===== src/bid_consts.svh =====
`ifndef BID_CONSTS_SVH
`define BID_CONSTS_SVH

// ----------------------------------------------------------------------
// Opcode values
// ----------------------------------------------------------------------
`define BID_OP_NOP        8'h00
`define BID_OP_LCALL      8'h12
`define BID_OP_RET        8'h22
`define BID_OP_RETI       8'h32
`define BID_OP_LJMP       8'h02
`define BID_OP_SJMP       8'h80
`define BID_OP_JC         8'h40
`define BID_OP_JNC        8'h50
`define BID_OP_JB         8'h20
`define BID_OP_JNB        8'h30
`define BID_OP_JBC        8'h10
`define BID_OP_JMPI       8'h73
`define BID_OP_JZ         8'h60
`define BID_OP_JNZ        8'h70
`define BID_OP_CJNE_AD    8'hb5
`define BID_OP_CJNE_AI    8'hb4
`define BID_OP_EXT        8'ha5

// Low five bits shared by the absolute call and jump code sets
`define BID_ABS_LOW_MASK  8'h1f
`define BID_ACALL_LOW     8'h11
`define BID_AJMP_LOW      8'h01

// Upper five bits of the eight-code register blocks, upper seven of @Ri
`define BID_CJNE_R_HI     5'h17
`define BID_DJNZ_R_HI     5'h1b
`define BID_CJNE_IND_HI   7'h5b
`define BID_DJNZ_D        8'hd5

// ----------------------------------------------------------------------
// Extended opcode select value that picks the program memory store
// ----------------------------------------------------------------------
`define BID_EO_STORE_SEL  4'h1

// ----------------------------------------------------------------------
// Instruction lengths and cycle counts
// ----------------------------------------------------------------------
`define BID_LEN_1         2'h1
`define BID_LEN_2         2'h2
`define BID_LEN_3         2'h3
`define BID_CYC_1         2'h1
`define BID_CYC_2         2'h2

`endif


===== src/bid_pkg.sv =====
package bid_pkg;

  // Sequencer states
  typedef enum logic [0:0] {
    ST_IDLE = 1'b0,
    ST_RUN  = 1'b1
  } bid_state_t;

  // Decoded instruction class
  typedef enum logic [4:0] {
    CL_NONE     = 5'b00000,
    CL_NOP      = 5'b00001,
    CL_ACALL    = 5'b00010,
    CL_LCALL    = 5'b00011,
    CL_RET      = 5'b00100,
    CL_RETI     = 5'b00101,
    CL_AJMP     = 5'b00110,
    CL_LJMP     = 5'b00111,
    CL_SJMP     = 5'b01000,
    CL_JC       = 5'b01001,
    CL_JNC      = 5'b01010,
    CL_JB       = 5'b01011,
    CL_JNB      = 5'b01100,
    CL_JBC      = 5'b01101,
    CL_JMPI     = 5'b01110,
    CL_JZ       = 5'b01111,
    CL_JNZ      = 5'b10000,
    CL_CJNE_AD  = 5'b10001,
    CL_CJNE_AI  = 5'b10010,
    CL_CJNE_R   = 5'b10011,
    CL_CJNE_IND = 5'b10100,
    CL_DJNZ_R   = 5'b10101,
    CL_DJNZ_D   = 5'b10110,
    CL_PSTORE   = 5'b10111,
    CL_TRAP     = 5'b11000
  } bid_class_t;

endpackage : bid_pkg


===== src/bid_branch_decode.sv =====
// Notes on behaviour
// - Absolute call: two bytes, two cycles, eight opcodes by target bits 10..8.
// - Long call: three bytes with full 16-bit target, two cycles, one opcode.
// - Absolute jump/call: opcode bits 7..5 become target address bits 10..8.
// - Short relative jump: two bytes, two cycles, single opcode.
// - Jump if direct bit is one: three bytes, two cycles, bit untouched.
// - Jump if direct bit is zero: three bytes, two cycles, own opcode.
// - Jump if direct bit is one and clear that bit: three bytes, two cycles.
// - Indirect jump to accumulator plus data pointer: one byte, two cycles.
// - Relative jump when accumulator is zero: two bytes, two cycles.
// - Relative jump when accumulator is non-zero: two bytes, two cycles.
// - Compare accumulator with direct byte, jump if different: three bytes.
// - Compare accumulator with immediate, jump if different: three bytes.
// - Compare working register with immediate, low three bits pick register.
// - Compare indirect byte with immediate, lowest bit picks pointer register.
// - Decrement working register, jump if non-zero: two bytes, two cycles.
// - Decrement direct byte, jump if non-zero: three bytes, two cycles.
// - In eight-code blocks the low three opcode bits select the register.
// - Shared opcode is program store or software break by select field.
// - Program store writes accumulator at data pointer, then increments it.
// - Bit tests on changing input-port pins may misevaluate; internal bits safe.
`timescale 1ns/1ps
`include "bid_consts.svh"

module bid_branch_decode #(
  parameter int ADDR_W = 16,
  parameter int PORT_W = 8
) (
  input  wire logic                clk_i,
  input  wire logic                sys_rst_i,
  input  wire logic                start_i,
  input  wire logic [7:0]          opcode_i,
  input  wire logic [7:0]          opnd1_i,
  input  wire logic [7:0]          opnd2_i,
  input  wire logic [ADDR_W-1:0]   pc_i,
  input  wire logic [7:0]          acc_i,
  input  wire logic [ADDR_W-1:0]   dptr_i,
  input  wire logic                carry_i,
  input  wire logic [ADDR_W-1:0]   stack_word_i,
  input  wire logic [3:0]          extended_opcode_select_i,
  input  wire logic                bit_value_i,
  input  wire logic                bit_is_port_i,
  input  wire logic [7:0]          direct_byte_i,
  input  wire logic                direct_is_port_i,
  input  wire logic [7:0]          reg_value_i,
  input  wire logic [PORT_W-1:0]   port_pin_i,
  output logic                     busy_o,
  output logic                     done_o,
  output bid_pkg::bid_class_t      class_o,
  output logic                     branch_taken_o,
  output logic [ADDR_W-1:0]        next_pc_o,
  output logic [1:0]               inst_len_o,
  output logic [1:0]               cycles_o,
  output logic [2:0]               reg_sel_o,
  output logic                     push_ret_o,
  output logic [ADDR_W-1:0]        ret_addr_o,
  output logic                     pop_ret_o,
  output logic                     irq_done_o,
  output logic                     bit_clear_o,
  output logic                     carry_write_o,
  output logic                     carry_o,
  output logic                     dec_write_o,
  output logic [7:0]               dec_value_o,
  output logic                     code_write_o,
  output logic [ADDR_W-1:0]        code_addr_o,
  output logic [7:0]               code_data_o,
  output logic                     dptr_write_o,
  output logic [ADDR_W-1:0]        dptr_next_o,
  output logic                     trap_o
);

  import bid_pkg::*;

  // ----------------------------------------------------------------------
  // Parameter check
  // ----------------------------------------------------------------------
  // Absolute targets keep bits above 10 of the next address
  if (ADDR_W < 12) begin : g_bad_addr
    $error("bid_branch_decode: ADDR_W must be at least 12");
  end
  if (PORT_W != 8) begin : g_bad_port
    $error("bid_branch_decode: PORT_W must be 8");
  end

  // ----------------------------------------------------------------------
  // Decode functions
  // ----------------------------------------------------------------------
  // Register field of an eight-code block
  function automatic logic [2:0] reg_field(input logic [7:0] op);
    reg_field = op[2:0];
  endfunction : reg_field

  function automatic bid_class_t classify(input logic [7:0] op,
                                          input logic [3:0] eo);
    bid_class_t c;
    c = CL_NONE;
    if ((op & `BID_ABS_LOW_MASK) == `BID_ACALL_LOW) begin
      c = CL_ACALL;
    end else if ((op & `BID_ABS_LOW_MASK) == `BID_AJMP_LOW) begin
      c = CL_AJMP;
    end else if (op[7:3] == `BID_CJNE_R_HI) begin
      c = CL_CJNE_R;
    end else if (op[7:3] == `BID_DJNZ_R_HI) begin
      c = CL_DJNZ_R;
    end else if (op[7:1] == `BID_CJNE_IND_HI) begin
      c = CL_CJNE_IND;
    end else begin
      case (op)
        `BID_OP_NOP:     c = CL_NOP;
        `BID_OP_LCALL:   c = CL_LCALL;
        `BID_OP_RET:     c = CL_RET;
        `BID_OP_RETI:    c = CL_RETI;
        `BID_OP_LJMP:    c = CL_LJMP;
        `BID_OP_SJMP:    c = CL_SJMP;
        `BID_OP_JC:      c = CL_JC;
        `BID_OP_JNC:     c = CL_JNC;
        `BID_OP_JB:      c = CL_JB;
        `BID_OP_JNB:     c = CL_JNB;
        `BID_OP_JBC:     c = CL_JBC;
        `BID_OP_JMPI:    c = CL_JMPI;
        `BID_OP_JZ:      c = CL_JZ;
        `BID_OP_JNZ:     c = CL_JNZ;
        `BID_OP_CJNE_AD: c = CL_CJNE_AD;
        `BID_OP_CJNE_AI: c = CL_CJNE_AI;
        `BID_DJNZ_D:     c = CL_DJNZ_D;
        `BID_OP_EXT:     c = (eo == `BID_EO_STORE_SEL) ? CL_PSTORE : CL_TRAP;
        default:         c = CL_NONE;
      endcase
    end
    classify = c;
  endfunction : classify

  // Bytes taken by a class
  function automatic logic [1:0] length_of(input bid_class_t c);
    case (c)
      CL_LCALL, CL_LJMP, CL_JB, CL_JNB, CL_JBC, CL_CJNE_AD, CL_CJNE_AI,
      CL_CJNE_R, CL_CJNE_IND, CL_DJNZ_D:
        length_of = `BID_LEN_3;
      CL_ACALL, CL_AJMP, CL_SJMP, CL_JC, CL_JNC, CL_JZ, CL_JNZ, CL_DJNZ_R:
        length_of = `BID_LEN_2;
      default:
        length_of = `BID_LEN_1;
    endcase
  endfunction : length_of

  // Cycles taken by a class; unknown codes run as one-cycle no-ops
  function automatic logic [1:0] cycles_of(input bid_class_t c);
    case (c)
      CL_NONE, CL_NOP, CL_TRAP: cycles_of = `BID_CYC_1;
      default:                  cycles_of = `BID_CYC_2;
    endcase
  endfunction : cycles_of

  // ----------------------------------------------------------------------
  // Input port pin filter
  // ----------------------------------------------------------------------
  logic [PORT_W-1:0] pin_filt;

  bid_pin_filter #(
    .WIDTH (PORT_W)
  ) u_pin_filter (
    .clk_i     (clk_i),
    .sys_rst_i (sys_rst_i),
    .pin_i     (port_pin_i),
    .pin_o     (pin_filt)
  );

  // Port operands come from the filtered pins, four clocks behind the pad;
  // a pin that moves near the fetch can still be seen stale or fresh
  wire       bit_src    = bit_is_port_i ? pin_filt[opnd1_i[2:0]] : bit_value_i;
  wire [7:0] direct_src = direct_is_port_i ? pin_filt : direct_byte_i;

  // ----------------------------------------------------------------------
  // Decode of the incoming opcode
  // ----------------------------------------------------------------------
  wire bid_class_t in_class = classify(opcode_i, extended_opcode_select_i);
  wire [1:0]       in_cyc   = cycles_of(in_class);

  // ----------------------------------------------------------------------
  // Latched instruction
  // ----------------------------------------------------------------------
  bid_state_t        state;
  logic [1:0]        cnt;
  bid_class_t        cls;
  logic [7:0]        op;
  logic [7:0]        o1;
  logic [7:0]        o2;
  logic [ADDR_W-1:0] pc_q;
  logic [7:0]        acc_q;
  logic [ADDR_W-1:0] dptr_q;
  logic              carry_q;
  logic [ADDR_W-1:0] stack_q;
  logic              bit_q;
  logic [7:0]        direct_q;
  logic [7:0]        reg_q;

  wire take   = (state == ST_IDLE) && start_i;
  wire finish = (state == ST_RUN) && (cnt == 2'h0);

  // Operands are captured with the request so the core may move on
  always_ff @(posedge clk_i or posedge sys_rst_i) begin
    if (sys_rst_i) begin
      cls      <= CL_NONE;
      op       <= 8'h00;
      o1       <= 8'h00;
      o2       <= 8'h00;
      pc_q     <= '0;
      acc_q    <= 8'h00;
      dptr_q   <= '0;
      carry_q  <= 1'b0;
      stack_q  <= '0;
      bit_q    <= 1'b0;
      direct_q <= 8'h00;
      reg_q    <= 8'h00;
    end else if (take) begin
      cls      <= in_class;
      op       <= opcode_i;
      o1       <= opnd1_i;
      o2       <= opnd2_i;
      pc_q     <= pc_i;
      acc_q    <= acc_i;
      dptr_q   <= dptr_i;
      carry_q  <= carry_i;
      stack_q  <= stack_word_i;
      bit_q    <= bit_src;
      direct_q <= direct_src;
      reg_q    <= reg_value_i;
    end
  end

  // ----------------------------------------------------------------------
  // Sequencer
  // ----------------------------------------------------------------------
  always_ff @(posedge clk_i or posedge sys_rst_i) begin
    if (sys_rst_i) begin
      state <= ST_IDLE;
      cnt   <= 2'h0;
    end else begin
      case (state)
        ST_IDLE: begin
          if (start_i) begin
            state <= ST_RUN;
            cnt   <= in_cyc - 2'h1;
          end
        end
        ST_RUN: begin
          if (cnt == 2'h0) begin
            state <= ST_IDLE;
          end else begin
            cnt <= cnt - 2'h1;
          end
        end
        default: begin
          state <= ST_IDLE;
          cnt   <= 2'h0;
        end
      endcase
    end
  end

  // ----------------------------------------------------------------------
  // Targets
  // ----------------------------------------------------------------------
  wire [1:0]        len      = length_of(cls);
  wire [ADDR_W-1:0] seq_pc   = pc_q + ADDR_W'(len);
  // Offset is the last byte of the instruction
  wire [7:0]        rel      = (len == `BID_LEN_3) ? o2 : o1;
  wire [ADDR_W-1:0] rel_tgt  = seq_pc + {{(ADDR_W-8){rel[7]}}, rel};
  wire [ADDR_W-1:0] abs_tgt  = {seq_pc[ADDR_W-1:11], op[7:5], o1};
  wire [ADDR_W-1:0] long_tgt = ADDR_W'({o1, o2});
  wire [ADDR_W-1:0] ind_tgt  = dptr_q + ADDR_W'(acc_q);

  // ----------------------------------------------------------------------
  // Compare and decrement
  // ----------------------------------------------------------------------
  // Left and right operands of the compare; carry means left below right
  wire [7:0] cmp_l  = (cls == CL_CJNE_R || cls == CL_CJNE_IND) ? reg_q : acc_q;
  wire [7:0] cmp_r  = (cls == CL_CJNE_AD) ? direct_q : o1;
  wire       cmp_ne = (cmp_l != cmp_r);
  wire       cmp_lt = (cmp_l < cmp_r);
  wire [7:0] dec_v  = ((cls == CL_DJNZ_D) ? direct_q : reg_q) - 8'h01;

  // ----------------------------------------------------------------------
  // Branch condition
  // ----------------------------------------------------------------------
  logic              taken;
  logic [ADDR_W-1:0] tgt;

  always_comb begin
    taken = 1'b0;
    tgt   = seq_pc;
    case (cls)
      CL_ACALL, CL_AJMP: begin
        taken = 1'b1;
        tgt   = abs_tgt;
      end
      CL_LCALL, CL_LJMP: begin
        taken = 1'b1;
        tgt   = long_tgt;
      end
      CL_RET, CL_RETI: begin
        taken = 1'b1;
        tgt   = stack_q;
      end
      CL_JMPI: begin
        taken = 1'b1;
        tgt   = ind_tgt;
      end
      CL_SJMP: begin
        taken = 1'b1;
        tgt   = rel_tgt;
      end
      CL_JC, CL_JNC, CL_JB, CL_JNB, CL_JBC, CL_JZ, CL_JNZ, CL_CJNE_AD,
      CL_CJNE_AI, CL_CJNE_R, CL_CJNE_IND, CL_DJNZ_R, CL_DJNZ_D: begin
        tgt = rel_tgt;
        case (cls)
          CL_JC:                  taken = carry_q;
          CL_JNC:                 taken = !carry_q;
          CL_JB, CL_JBC:          taken = bit_q;
          CL_JNB:                 taken = !bit_q;
          CL_JZ:                  taken = (acc_q == 8'h00);
          CL_JNZ:                 taken = (acc_q != 8'h00);
          CL_DJNZ_R, CL_DJNZ_D:   taken = (dec_v != 8'h00);
          default:                taken = cmp_ne;
        endcase
        // Untaken branches fall through to the next instruction
        if (!taken) begin
          tgt = seq_pc;
        end
      end
      default: begin
        taken = 1'b0;
        tgt   = seq_pc;
      end
    endcase
  end

  // ----------------------------------------------------------------------
  // Side effects
  // ----------------------------------------------------------------------
  wire is_call   = (cls == CL_ACALL) || (cls == CL_LCALL);
  wire is_ret    = (cls == CL_RET) || (cls == CL_RETI);
  // Bit clear only when the test hit, so a zero bit is never rewritten
  wire clr_bit   = (cls == CL_JBC) && bit_q;
  wire is_cmp    = (cls == CL_CJNE_AD) || (cls == CL_CJNE_AI) ||
                   (cls == CL_CJNE_R) || (cls == CL_CJNE_IND);
  wire is_dec    = (cls == CL_DJNZ_R) || (cls == CL_DJNZ_D);
  wire is_store  = (cls == CL_PSTORE);
  wire [2:0] rsel = (cls == CL_CJNE_IND) ? {2'b00, op[0]} : reg_field(op);

  // ----------------------------------------------------------------------
  // Result registers
  // ----------------------------------------------------------------------
  // Status outputs follow the sequencer
  always_ff @(posedge clk_i or posedge sys_rst_i) begin
    if (sys_rst_i) begin
      busy_o <= 1'b0;
      done_o <= 1'b0;
    end else begin
      busy_o <= take || (busy_o && !finish);
      done_o <= finish;
    end
  end

  // Results hold from one finish until the next
  always_ff @(posedge clk_i or posedge sys_rst_i) begin
    if (sys_rst_i) begin
      class_o        <= CL_NONE;
      branch_taken_o <= 1'b0;
      next_pc_o      <= '0;
      inst_len_o     <= 2'h0;
      cycles_o       <= 2'h0;
      reg_sel_o      <= 3'h0;
      ret_addr_o     <= '0;
      carry_o        <= 1'b0;
      dec_value_o    <= 8'h00;
      code_addr_o    <= '0;
      code_data_o    <= 8'h00;
      dptr_next_o    <= '0;
    end else if (finish) begin
      class_o        <= cls;
      branch_taken_o <= taken;
      next_pc_o      <= tgt;
      inst_len_o     <= len;
      cycles_o       <= cycles_of(cls);
      reg_sel_o      <= rsel;
      ret_addr_o     <= seq_pc;
      carry_o        <= cmp_lt;
      dec_value_o    <= dec_v;
      code_addr_o    <= dptr_q;
      code_data_o    <= acc_q;
      dptr_next_o    <= dptr_q + ADDR_W'(1);
    end
  end

  // Write strobes pulse with done_o only
  always_ff @(posedge clk_i or posedge sys_rst_i) begin
    if (sys_rst_i) begin
      push_ret_o    <= 1'b0;
      pop_ret_o     <= 1'b0;
      irq_done_o    <= 1'b0;
      bit_clear_o   <= 1'b0;
      carry_write_o <= 1'b0;
      dec_write_o   <= 1'b0;
      code_write_o  <= 1'b0;
      dptr_write_o  <= 1'b0;
      trap_o        <= 1'b0;
    end else begin
      push_ret_o    <= finish && is_call;
      pop_ret_o     <= finish && is_ret;
      irq_done_o    <= finish && (cls == CL_RETI);
      bit_clear_o   <= finish && clr_bit;
      carry_write_o <= finish && is_cmp;
      dec_write_o   <= finish && is_dec;
      code_write_o  <= finish && is_store;
      dptr_write_o  <= finish && is_store;
      trap_o        <= finish && (cls == CL_TRAP);
    end
  end

endmodule : bid_branch_decode


===== src/bid_pin_filter.sv =====
`timescale 1ns/1ps

module bid_pin_filter #(
  parameter int WIDTH = 8
) (
  input  wire logic             clk_i,
  input  wire logic             sys_rst_i,
  input  wire logic [WIDTH-1:0] pin_i,
  output logic      [WIDTH-1:0] pin_o
);

  // ----------------------------------------------------------------------
  // Parameter check
  // ----------------------------------------------------------------------
  if (WIDTH < 1) begin : g_bad_width
    $error("bid_pin_filter: WIDTH must be at least 1");
  end

  logic [WIDTH-1:0] sync1;
  logic [WIDTH-1:0] sync2;
  logic [WIDTH-1:0] sync3;

  // Three stages; only the second stage reads the first
  always_ff @(posedge clk_i or posedge sys_rst_i) begin
    if (sys_rst_i) begin
      sync1 <= '0;
      sync2 <= '0;
      sync3 <= '0;
    end else begin
      sync1 <= pin_i;
      sync2 <= sync1;
      sync3 <= sync2;
    end
  end

  // Accept a pin level only once stages two and three agree
  genvar gi;
  for (gi = 0; gi < WIDTH; gi++) begin : g_bit
    always_ff @(posedge clk_i or posedge sys_rst_i) begin
      if (sys_rst_i) begin
        pin_o[gi] <= 1'b0;
      end else if (sync2[gi] == sync3[gi]) begin
        pin_o[gi] <= sync3[gi];
      end
    end
  end

endmodule : bid_pin_filter


===== config.mk =====
export PLATFORM = sky130hd
export DESIGN_NAME = bid_branch_decode
export DESIGN_NICKNAME = d
export VERILOG_FILES = /design/src/bid_pkg.sv /design/src/bid_branch_decode.sv /design/src/bid_pin_filter.sv
export VERILOG_INCLUDE_DIRS = /design/src
export SDC_FILE = /design/constraint.sdc
export NUM_CORES = 1
export LEC_CHECK = 0
export ABC_AREA = 1
export BUFFER_PORTS_ARGS = -buffer_cell sky130_fd_sc_hd__buf_2
export CORE_MARGIN = 3
export CORE_UTILIZATION = 61
export DETAILED_ROUTE_END_ITERATION = 8
export GPL_ROUTABILITY_DRIVEN = 0
export PLACE_DENSITY_LB_ADDON = 0.08
export SYNTH_ARGS = -nofsm -noshare
export SYNTH_HDL_FRONTEND = slang
export SYNTH_SLANG_ARGS = --single-unit
export TNS_END_PERCENT = 20

===== constraint.sdc =====
create_clock -name clk_i -period 21.2 [get_ports clk_i]
set_input_delay 3.18 -clock clk_i [delete_from_list [all_inputs] [get_ports clk_i]]
set_output_delay 3.18 -clock clk_i [all_outputs]
set_load 0.05 [all_outputs]

==> impl_metrics.tcl, run 1 <==
set metrics [dict create \
    postCtsSetupBuffers 0 \
    die-area_sq_mm 0.0225 \
    arrival_ps 5520 \
    ant_nets 0 \
    fin_tns_setup_ps 0 \
    setup_viol 0 \
    synth_area_sq_mm 0.0127 \
    finalMaxSlewViolations 0 \
    ioPinCount 220 \
    finalPower_mw 2.69 \
    async_flop_share_pct 100 \
    vdd_drop_max_mv 0.0817 \
    grt_overflow 0 \
    rows 52 \
    synth_edf_count 0 \
    antenna_found_initial 0 \
    ys_warn_count 0 \
    grt_pass1_wl_microns 56300 \
    drive_gt1_share_pct 16.1 \
    power_leakage_nw 7.80 \
    reg2regPathDepth 25 \
    finalNetCount 1980 \
    whs_endpoint "u_pin_filter.sync2[2]$_DFF_PP0_" \
    firstDrtPassIters 6 \
    vias_per_cell 5.63 \
    cp_data_required_time_ps 21560 \
    hp-start "u_pin_filter.sync1[2]$_DFF_PP0_" \
    hold_class "reg -> reg" \
    r2r_setup_slack_ps 16220 \
    coreArea_sq_mm 0.0203 \
    numCtsBuffers 26 \
    cts-root-buf "clkbuf_16" \
    grt_pass1_vias 10900 \
    most-common-layout-cells "nand2_1 (492), dfrtp_1 (240), buf_2 (219)" \
    status "finished, final reports clean" \
    worst_pin_slew_ps 1070 \
    timing.fmax_mhz 194 \
    start_util_pct 62.4 \
    drc 0 \
    diodes 0 \
    synthFlopType "dfrtp_1" \
    clk_pin_slew_ps 60 \
    synth_cell_types 51 \
    rsz0062_at_grt "false" \
    yosys_register_bits 240 \
    powerDensity_mw_per_mm2 181 \
    avgSynthCellArea_sq_um 7.77 \
    synth_cells 1630 \
    reg2reg_to "next_pc_o[14]$_DFFE_PP0P_" \
    cts.sink_count 240 \
    finClkSkew_ps 20.5 \
    htree_levels 1 \
    wl_microns 35500 \
    cp-start-kind "input pin" \
    seq_area_frac_synth_pct 47.4 \
    holdPathStages 0 \
    clockBufferDepth 3 \
    worstSkewPairLatency_ps 530 \
    maxCapViolations 0 \
    grt_use_total_pct 31.4 \
    fp.dieW_microns 150 \
    avgRoutedWirePerCell_microns 16.8 \
    final_common_cell "nand2_1" \
    grt_max_degree 99 \
    end_kind "register" \
    die_y_microns 150 \
    via_count 11900 \
    r2r-start "cls[0]$_DFFE_PP0P_" \
    dp.final_hpwl_microns 26200 \
    period_minus_slack_ps 5170 \
    relSlewSlack_pct 28.0 \
    io_buffers 219 \
    area_delta_synth_final_pct 17.3 \
    post_cts_resized 0 \
    hold_violations 0 \
    cts_tree "built" \
    critical_path_class "in -> reg" \
    initialDrtViolationCount 1183 \
    synth_fp_nets 1784 \
    cts_hold_buf 0 \
    cp_max_fo 74 \
    period_share_pct 24.4 \
]
per-layer routing:
layer	GRT usage (%)	up-vias	part of all wire, %
met3	5.30	68	10
met1	46.7	5546	43
li1	-	5695	-
met5	0	-	0
met4	8.01	0	2.7
met2	48.2	593	45
state kept, by name, indices dropped and copies added (netlist names), 16 cells and up:
register / flops
next_pc_o: 16
ret_addr_o: 16
dptr_next_o: 16
stack_q: 16
pc_q: 16
code_addr_o: 16
dptr_q: 16
worst max path at each step:
stage / startpoint / end / slack [ps] / cells past startpoint
floorplan: sys_rst_i / acc_q[0]$_DFFE_PP0P_ / 11430 / 1
global placement: start_i / bit_q$_DFFE_PP0P_ / 15670 / 7
detailed placement: start_i / bit_q$_DFFE_PP0P_ / 15620 / 7
CTS: start_i / bit_q$_DFFE_PP0P_ / 16140 / 7
global route: cls[0]$_DFFE_PP0P_ / next_pc_o[14]$_DFFE_PP0P_ / 15570 / 27
finish: start_i / bit_q$_DFFE_PP0P_ / 16030 / 7
where the power goes:
group	switching, mW	total [mW]	internal, mW
Clock	0.183	0.480	0.297
Sequential	0.131	0.774	0.643
Combinational	1.03	1.44	0.407
logic make-up after synthesis:
kind of cell | after synthesis | share of synthesized area, %
XOR/XNOR | 25 | 1.73
AND/OR/NAND/NOR | 762 | 25.0
adder cells (fa/ha/maj) | 47 | 4.66
multiplexers | 3 | 0.237
flip-flops | 240 | 47.4
buffers and inverters | 248 | 7.53
AO/OA/AOI/OAI | 305 | 13.4
area by class of cell:
class,instances,area [sq um]
clock buffers,33,748
inverters,191,727
flip-flops and latches,240,6010
clock inverters,12,170
fillers,1630,5450
multi-input cells,1142,5720
repair buffers,225,1140
well taps,270,338
cell usage after synthesis (all sizes together), types with 5 or more instances:
cell type	n	share of area, %
nor3	28	1.1
nand3	84	3.4
inv	188	5.6
clkbuf	51	1.5
nand4	12	0.64
xor2	21	1.5
o211ai	10	0.59
o22ai	12	0.59
a21oi	45	1.8
nor4	8	0.40
o21ai	194	7.7
nor2	119	3.8
dfrtp	240	47
a31oi	10	0.49
buf	6	0.36
nand3b	9	0.53
nand2	498	15
maj3	8	0.63
ha	36	3.6
a211oi	5	0.30
worst max-delay path: stages:
cell      delay [ps]
buf_2             80
inv_1             70
nor2_4            80
buf_4            510
clkinv_1        1040
a21oi_1          400
a22oi_1          100
metrics by stage:
stage          hold WS [ps]  cells  setup slack, ps  area [sq um]  utilization, %
2_1_floorplan           331   1630            11430         12700               -
3_3_place_gp            332   2068            15670         13900            68.6
3_5_place_dp            337   2068            15620         13900            68.6
4_1_cts                 349   2113            16140         14800            73.1
5_1_grt                 354   2113            15570         14800            73.1
6_report                346   2113            16030         14800            73.1
Note: power is estimated with default switching activity, not from simulation.
==> inputs of run 2 (changes only) <==
--- a/config.mk
+++ b/config.mk
@@ -9,7 +9,7 @@
 export ABC_AREA = 1
 export BUFFER_PORTS_ARGS = -buffer_cell sky130_fd_sc_hd__buf_2
 export CORE_MARGIN = 3
-export CORE_UTILIZATION = 61
+export CORE_UTILIZATION = 51
 export DETAILED_ROUTE_END_ITERATION = 8
 export GPL_ROUTABILITY_DRIVEN = 0
 export PLACE_DENSITY_LB_ADDON = 0.08
==> constraint.sdc (replaced) <==
create_clock -name clk_i -period 4.5 [get_ports clk_i]
set_input_delay 0.675 -clock clk_i [delete_from_list [all_inputs] [get_ports clk_i]]
set_output_delay 0.675 -clock clk_i [all_outputs]
set_load 0.05 [all_outputs]
==> run 2 against run 1 <==
Total power grew to 4.7 times the previous value. Largest power group unchanged. Sequential power rose to 4.7 times the previous value. Core utilization down 12 points. Critical endpoint is now next_pc_o[14]$_DFFE_PP0P_. Critical path depth up 19. Design area increased by 0.81%. Final cell count is 3.0% higher.
==> impl_metrics.tcl, run 2 (same netlist as run 1, synthesis figures left out) <==
set metrics [dict create \
    clk_pin_slew_ps 60 \
    hold_violations 0 \
    end_kind "register" \
    dp_cells 2130 \
    arrival_ps 4570 \
    cp-start-kind "register" \
    firstDrtPassIters 6 \
    placed_cell_area_sq_mm 0.0141 \
    dp.final_hpwl_microns 27500 \
    finalNetCount 1989 \
    reg2reg_to "next_pc_o[14]$_DFFE_PP0P_" \
    diodes 0 \
    cts_tree "built" \
    clockBufferDepth 3 \
    reg2regPathDepth 26 \
    rows 57 \
    worst_pin_slew_ps 981 \
    crit_end "next_pc_o[14]$_DFFE_PP0P_" \
    dp_slack_ps 91.4 \
    ioPinCount 220 \
    startpoint "cls[2]$_DFFE_PP0P_" \
    cp_data_required_time_ps 4920 \
    setup_viol 0 \
    crit_family "simple AND/OR/NAND/NOR gates" \
    grt_pass1_vias 11000 \
    period_share_pct 92.2 \
    vdd_drop_max_mv 0.522 \
    rsz0062_at_grt "true" \
    r2r_setup_slack_ps 350 \
    antenna_found_initial 0 \
    finClkSkew_ps 8.97 \
    critical_path_class "reg -> reg" \
    numCtsBuffers 26 \
    cts.sink_count 240 \
    grt_use_total_pct 27.6 \
    postLayoutCoreUtil_pct 61.4 \
    power_leakage_nw 7.81 \
    wl_microns 36600 \
    area_delta_synth_final_pct 18.2 \
    drc 0 \
    powerDensity_mw_per_mm2 842 \
    maxCapViolations 0 \
    die_y_microns 164 \
    design_area_sq_mm 0.0150 \
    worstSkewPairLatency_ps 530 \
    fin_cells 2177 \
    hold_class "in -> async" \
    timing.fmax_mhz 241 \
    relSlewSlack_pct 34.6 \
    final_common_cell "nand2_1" \
    crit_slowest_cell "dfrtp_1" \
    max_stage_delay_ps 460 \
    fp.dieW_microns 164 \
    cts-root-buf "clkbuf_16" \
    cp.depth 26 \
    ant_nets 0 \
    period_minus_slack_ps 4150 \
    io_buffers 219 \
    cpMostUsedCell "nand2_1" \
    status "finished, final reports clean" \
    avgRoutedWirePerCell_microns 16.8 \
    drive_gt1_share_pct 16.6 \
    layout_setup_ws_ps 352 \
    die-area_sq_mm 0.0267 \
    cp_max_fo 6 \
    grt_pass1_wl_microns 58700 \
    cts_hold_buf 0 \
    r2r-start "cls[2]$_DFFE_PP0P_" \
    grt_overflow 0 \
    crit_buf_inv 3 \
    coreArea_sq_mm 0.0244 \
    vias_per_cell 5.37 \
    finalMaxSlewViolations 0 \
    most-common-layout-cells "nand2_1 (492), dfrtp_1 (239), buf_2 (219)" \
    via_count 11700 \
    htree_levels 1 \
    grt_max_degree 115 \
    start_util_pct 51.9 \
    initialDrtViolationCount 1138 \
]
==> run 2: cell count changes in the layout (fill, tap and decap cells not counted), moves of 2 or more <==
cell | before | now
buf_4 | 6 | 13
clkbuf_1 | 1 | 6
o21ai_0 | 187 | 184
buf_12 | 0 | 2
bufinv_16 | 4 | 2
o21ai_1 | 7 | 9
xor2_1 | 21 | 19
xor2_2 | 0 | 2
==> run 2: metal layers <==
metal / global-route usage, % / share of wire [%] / vias to the layer above
met3: 4.54 / 8.0 / 53
met2: 43.2 / 44 / 479
met1: 40.7 / 46 / 5454
met4: 5.77 / 2.0 / 0
met5: 0 / 0 / -
li1: - / - / 5711
==> run 2: what timing repair did <==
action,in CTS,in global routing
setup endpoints to repair,0,7
gates resized for setup,0,10
setup buffers,0,1
==> run 2: layout make-up <==
type | count | area (sq um)
inverter | 191 | 723
multi-input combinational | 1142 | 5740
fill | 2295 | 9430
clock buffer | 37 | 753
clock inverter | 9 | 101
tap | 324 | 405
timing repair buffer | 234 | 1230
sequential | 240 | 6010
==> run 2: worst register-to-register path: stages (launching register included) <==
cell and delay [ps]:
dfrtp_1 460, inv_1 180, nand2_1 80, nor2_1 180, nand2_1 110, o21ai_1 110, nor2_2 80, ha_1 210
fa_1 400, nand3_1 180, nor3_2 70, xor2_1 200, inv_1 90, ha_1 360, nand2_1 80, inv_1 80
nand3_1 60, o211ai_1 320, a21boi_1 170, o21ai_2 210, nand2_1 90, nand3_1 80, nand2_1 50, nand2_1 50
nand2_1 50, nand2_1 50, nand2_1 40
==> run 2: worst min-delay path by stage <==
| stage | endpoint | slack [ps] | from |
|---|---|---|---|
| 2_1_floorplan | u_pin_filter.sync2[0]$_DFF_PP0_ | 330 | u_pin_filter.sync1[0]$_DFF_PP0_ |
| 3_3_place_gp | u_pin_filter.sync2[6]$_DFF_PP0_ | 330 | u_pin_filter.sync1[6]$_DFF_PP0_ |
| 3_5_place_dp | u_pin_filter.sync2[1]$_DFF_PP0_ | 330 | u_pin_filter.sync1[1]$_DFF_PP0_ |
| 4_1_cts | direct_q[5]$_DFFE_PP0P_ | 160 | sys_rst_i |
| 5_1_grt | u_pin_filter.sync1[3]$_DFF_PP0_ | 190 | sys_rst_i |
| 6_report | u_pin_filter.sync1[3]$_DFF_PP0_ | 170 | sys_rst_i |
==> run 2: power by group <==
part,total [mW],switching [mW],leakage [nW],internal (mW)
combinational,6.82,4.87,4.43,1.96
sequential,3.65,0.620,2.97,3.03
clock,2.13,0.859,0.421,1.27
==> run 2: metrics by stage <==
| step | TNS (ps) | hold WS, ps | total power, mW |
|---|---|---|---|
| after floorplan | 0 | 331 | 8.58 |
| after global placement | 0 | 332 | 10.3 |
| after detailed placement | 0 | 335 | 10.4 |
| after CTS | 0 | 163 | 12.6 |
| after global routing | -45.7 | 193 | 13.6 |
| final | 0 | 167 | 12.6 |
==> inputs of run 3 (changes only) <==
--- a/config.mk
+++ b/config.mk
@@ -12,7 +12,7 @@
 export CORE_UTILIZATION = 51
 export DETAILED_ROUTE_END_ITERATION = 8
 export GPL_ROUTABILITY_DRIVEN = 0
-export PLACE_DENSITY_LB_ADDON = 0.08
+export PLACE_DENSITY = 0.77
 export SYNTH_ARGS = -nofsm -noshare
 export SYNTH_HDL_FRONTEND = slang
 export SYNTH_SLANG_ARGS = --single-unit
==> run 3 against run 2 <==
First-iteration DRC count rose by 18%. Highest routed layer unchanged. Die area did not move. Via count rose by 2.0%. Largest power group unchanged. Core utilization rose by 0.43 points. Critical path depth did not move. Worst setup slack got worse by 46 ps.
==> impl_metrics.tcl, run 3 (same netlist as run 1, synthesis figures left out) <==
set metrics [dict create \
    grt_use_total_pct 27.3 \
    finalPower_mw 12.9 \
    clk_pin_slew_ps 60 \
    clockBufferDepth 3 \
    final_common_cell "nand2_1" \
    most-common-layout-cells "nand2_1 (492), dfrtp_1 (237), buf_2 (219)" \
    worstSkewPairLatency_ps 540 \
    finClkSkew_ps 7.75 \
    r2r_setup_slack_ps 310 \
    cp-start-kind "register" \
    wl_microns 36900 \
    layout_setup_ws_ps 306 \
    ioPinCount 220 \
    end_kind "register" \
    timing.fmax_mhz 238 \
    cts_tree "built" \
    grt_max_degree 171 \
    cpMostUsedCell "nand2_1" \
    rows 57 \
    arrival_ps 4620 \
    die_y_microns 164 \
    firstDrtPassIters 6 \
    placed_cell_area_sq_mm 0.0141 \
    design_area_sq_mm 0.0151 \
    status "finished, final reports clean" \
    worst_pin_slew_ps 805 \
    dp_slack_ps 130 \
    numCtsBuffers 26 \
    fin_tns_setup_ps 0 \
    reg2reg_to "next_pc_o[14]$_DFFE_PP0P_" \
    power_leakage_nw 7.85 \
    cts.sink_count 240 \
    cts-root-buf "clkbuf_16" \
    coreArea_sq_mm 0.0244 \
    via_count 11900 \
    max_stage_delay_ps 470 \
    rsz0062_at_grt "false" \
    grt_pass1_vias 11300 \
    r2r-start "cls[3]$_DFFE_PP0P_" \
    finalNetCount 1988 \
    die-area_sq_mm 0.0267 \
    avgRoutedWirePerCell_microns 17.0 \
    io_buffers 219 \
    cp_max_fo 8 \
    powerDensity_mw_per_mm2 858 \
    reg2regPathDepth 26 \
    start_util_pct 51.9 \
    setup_viol 0 \
    period_share_pct 93.2 \
    hold_violations 0 \
    diodes 0 \
    cp_data_required_time_ps 4920 \
    crit_slowest_cell "dfrtp_2" \
    area_delta_synth_final_pct 19.0 \
    whs_ps 106 \
    period_minus_slack_ps 4190 \
    grt_overflow 0 \
    maxCapViolations 0 \
    drive_gt1_share_pct 16.8 \
    relSlewSlack_pct 46.3 \
    finalMaxSlewViolations 0 \
    grt_pass1_wl_microns 58200 \
    vdd_drop_max_mv 0.467 \
    dp.final_hpwl_microns 27200 \
    ant_nets 0 \
    vias_per_cell 5.48 \
    initialDrtViolationCount 1339 \
    fp.dieW_microns 164 \
    hold_class "in -> async" \
    drc 0 \
    antenna_found_initial 0 \
    critical_path_class "reg -> reg" \
    htree_levels 1 \
]
[run 3: changes by cell type in the layout (fill, tap and decap cells not counted), sizes merged]
| cell | change |
|---|---|
| clkbuf | -1 |
| clkinvlp | +1 |
| inv | +1 |
| bufinv | +3 |
| buf | -1 |
| clkinv | -4 |
[run 3: through the flow]
step                      instances  utilization, %
after floorplan                1630               -
after global placement         2128            57.8
after detailed placement       2128            57.8
after CTS                      2174            61.7
after global routing           2176            61.8
final                          2176            61.8
[run 3: what timing repair did]
item / 4_1_cts / 5_1_grt
buffers inserted: 0 / 2
setup endpoints to repair: 0 / 7
hold buffers: 0 / 0
resized for setup: 0 / 12
[run 3: worst max-delay path, delay by kind of cell (launching register included)]
family                     cells  cell delay [ps]
adders and majority gates      3             1000
xor gates and xnor gates       1              230
and+or+nand+nor               15             1260
DFF                            1              470
buffers and inverters          3              320
AOI/OAI and AO/OA              4              810
[run 3: metal layers]
layer  track usage, %  up-vias  wire (microns)
met3             5.60       84            3810
met2             42.6      577           16200
li1                 -     5691               -
met1             38.1     5574           15600
met5                0        -               0
met4             9.46        0            1270
[run 3: cell type report]
class / count / area [sq um]
fill: 2165 / 9320
sequential: 240 / 6010
multi-input combinational: 1142 / 5730
timing repair buffer: 233 / 1250
clock buffer: 36 / 769
inverter: 191 / 723
tap: 324 / 405
clock inverter: 10 / 186
[run 3: worst max path at each step]
| stage | from | cells after the start | slack (ps) | end |
|---|---|---|---|---|
| global route | cls[3]$_DFFE_PP0P_ | 27 | 1 | next_pc_o[14]$_DFFE_PP0P_ |
| detailed placement | cls[4]$_DFFE_PP0P_ | 25 | 130 | next_pc_o[14]$_DFFE_PP0P_ |
| floorplan | sys_rst_i | 1 | 680 | acc_q[0]$_DFFE_PP0P_ |
| CTS | cls[4]$_DFFE_PP0P_ | 25 | 110 | next_pc_o[14]$_DFFE_PP0P_ |
| finish | cls[3]$_DFFE_PP0P_ | 26 | 310 | next_pc_o[14]$_DFFE_PP0P_ |
| global placement | cls[4]$_DFFE_PP0P_ | 25 | 350 | next_pc_o[14]$_DFFE_PP0P_ |
[run 3: power by group]
group,internal (mW),switching (mW),leakage [nW]
registers,3.03,0.604,2.97
logic,1.98,4.97,4.43
clock network,1.48,0.865,0.464
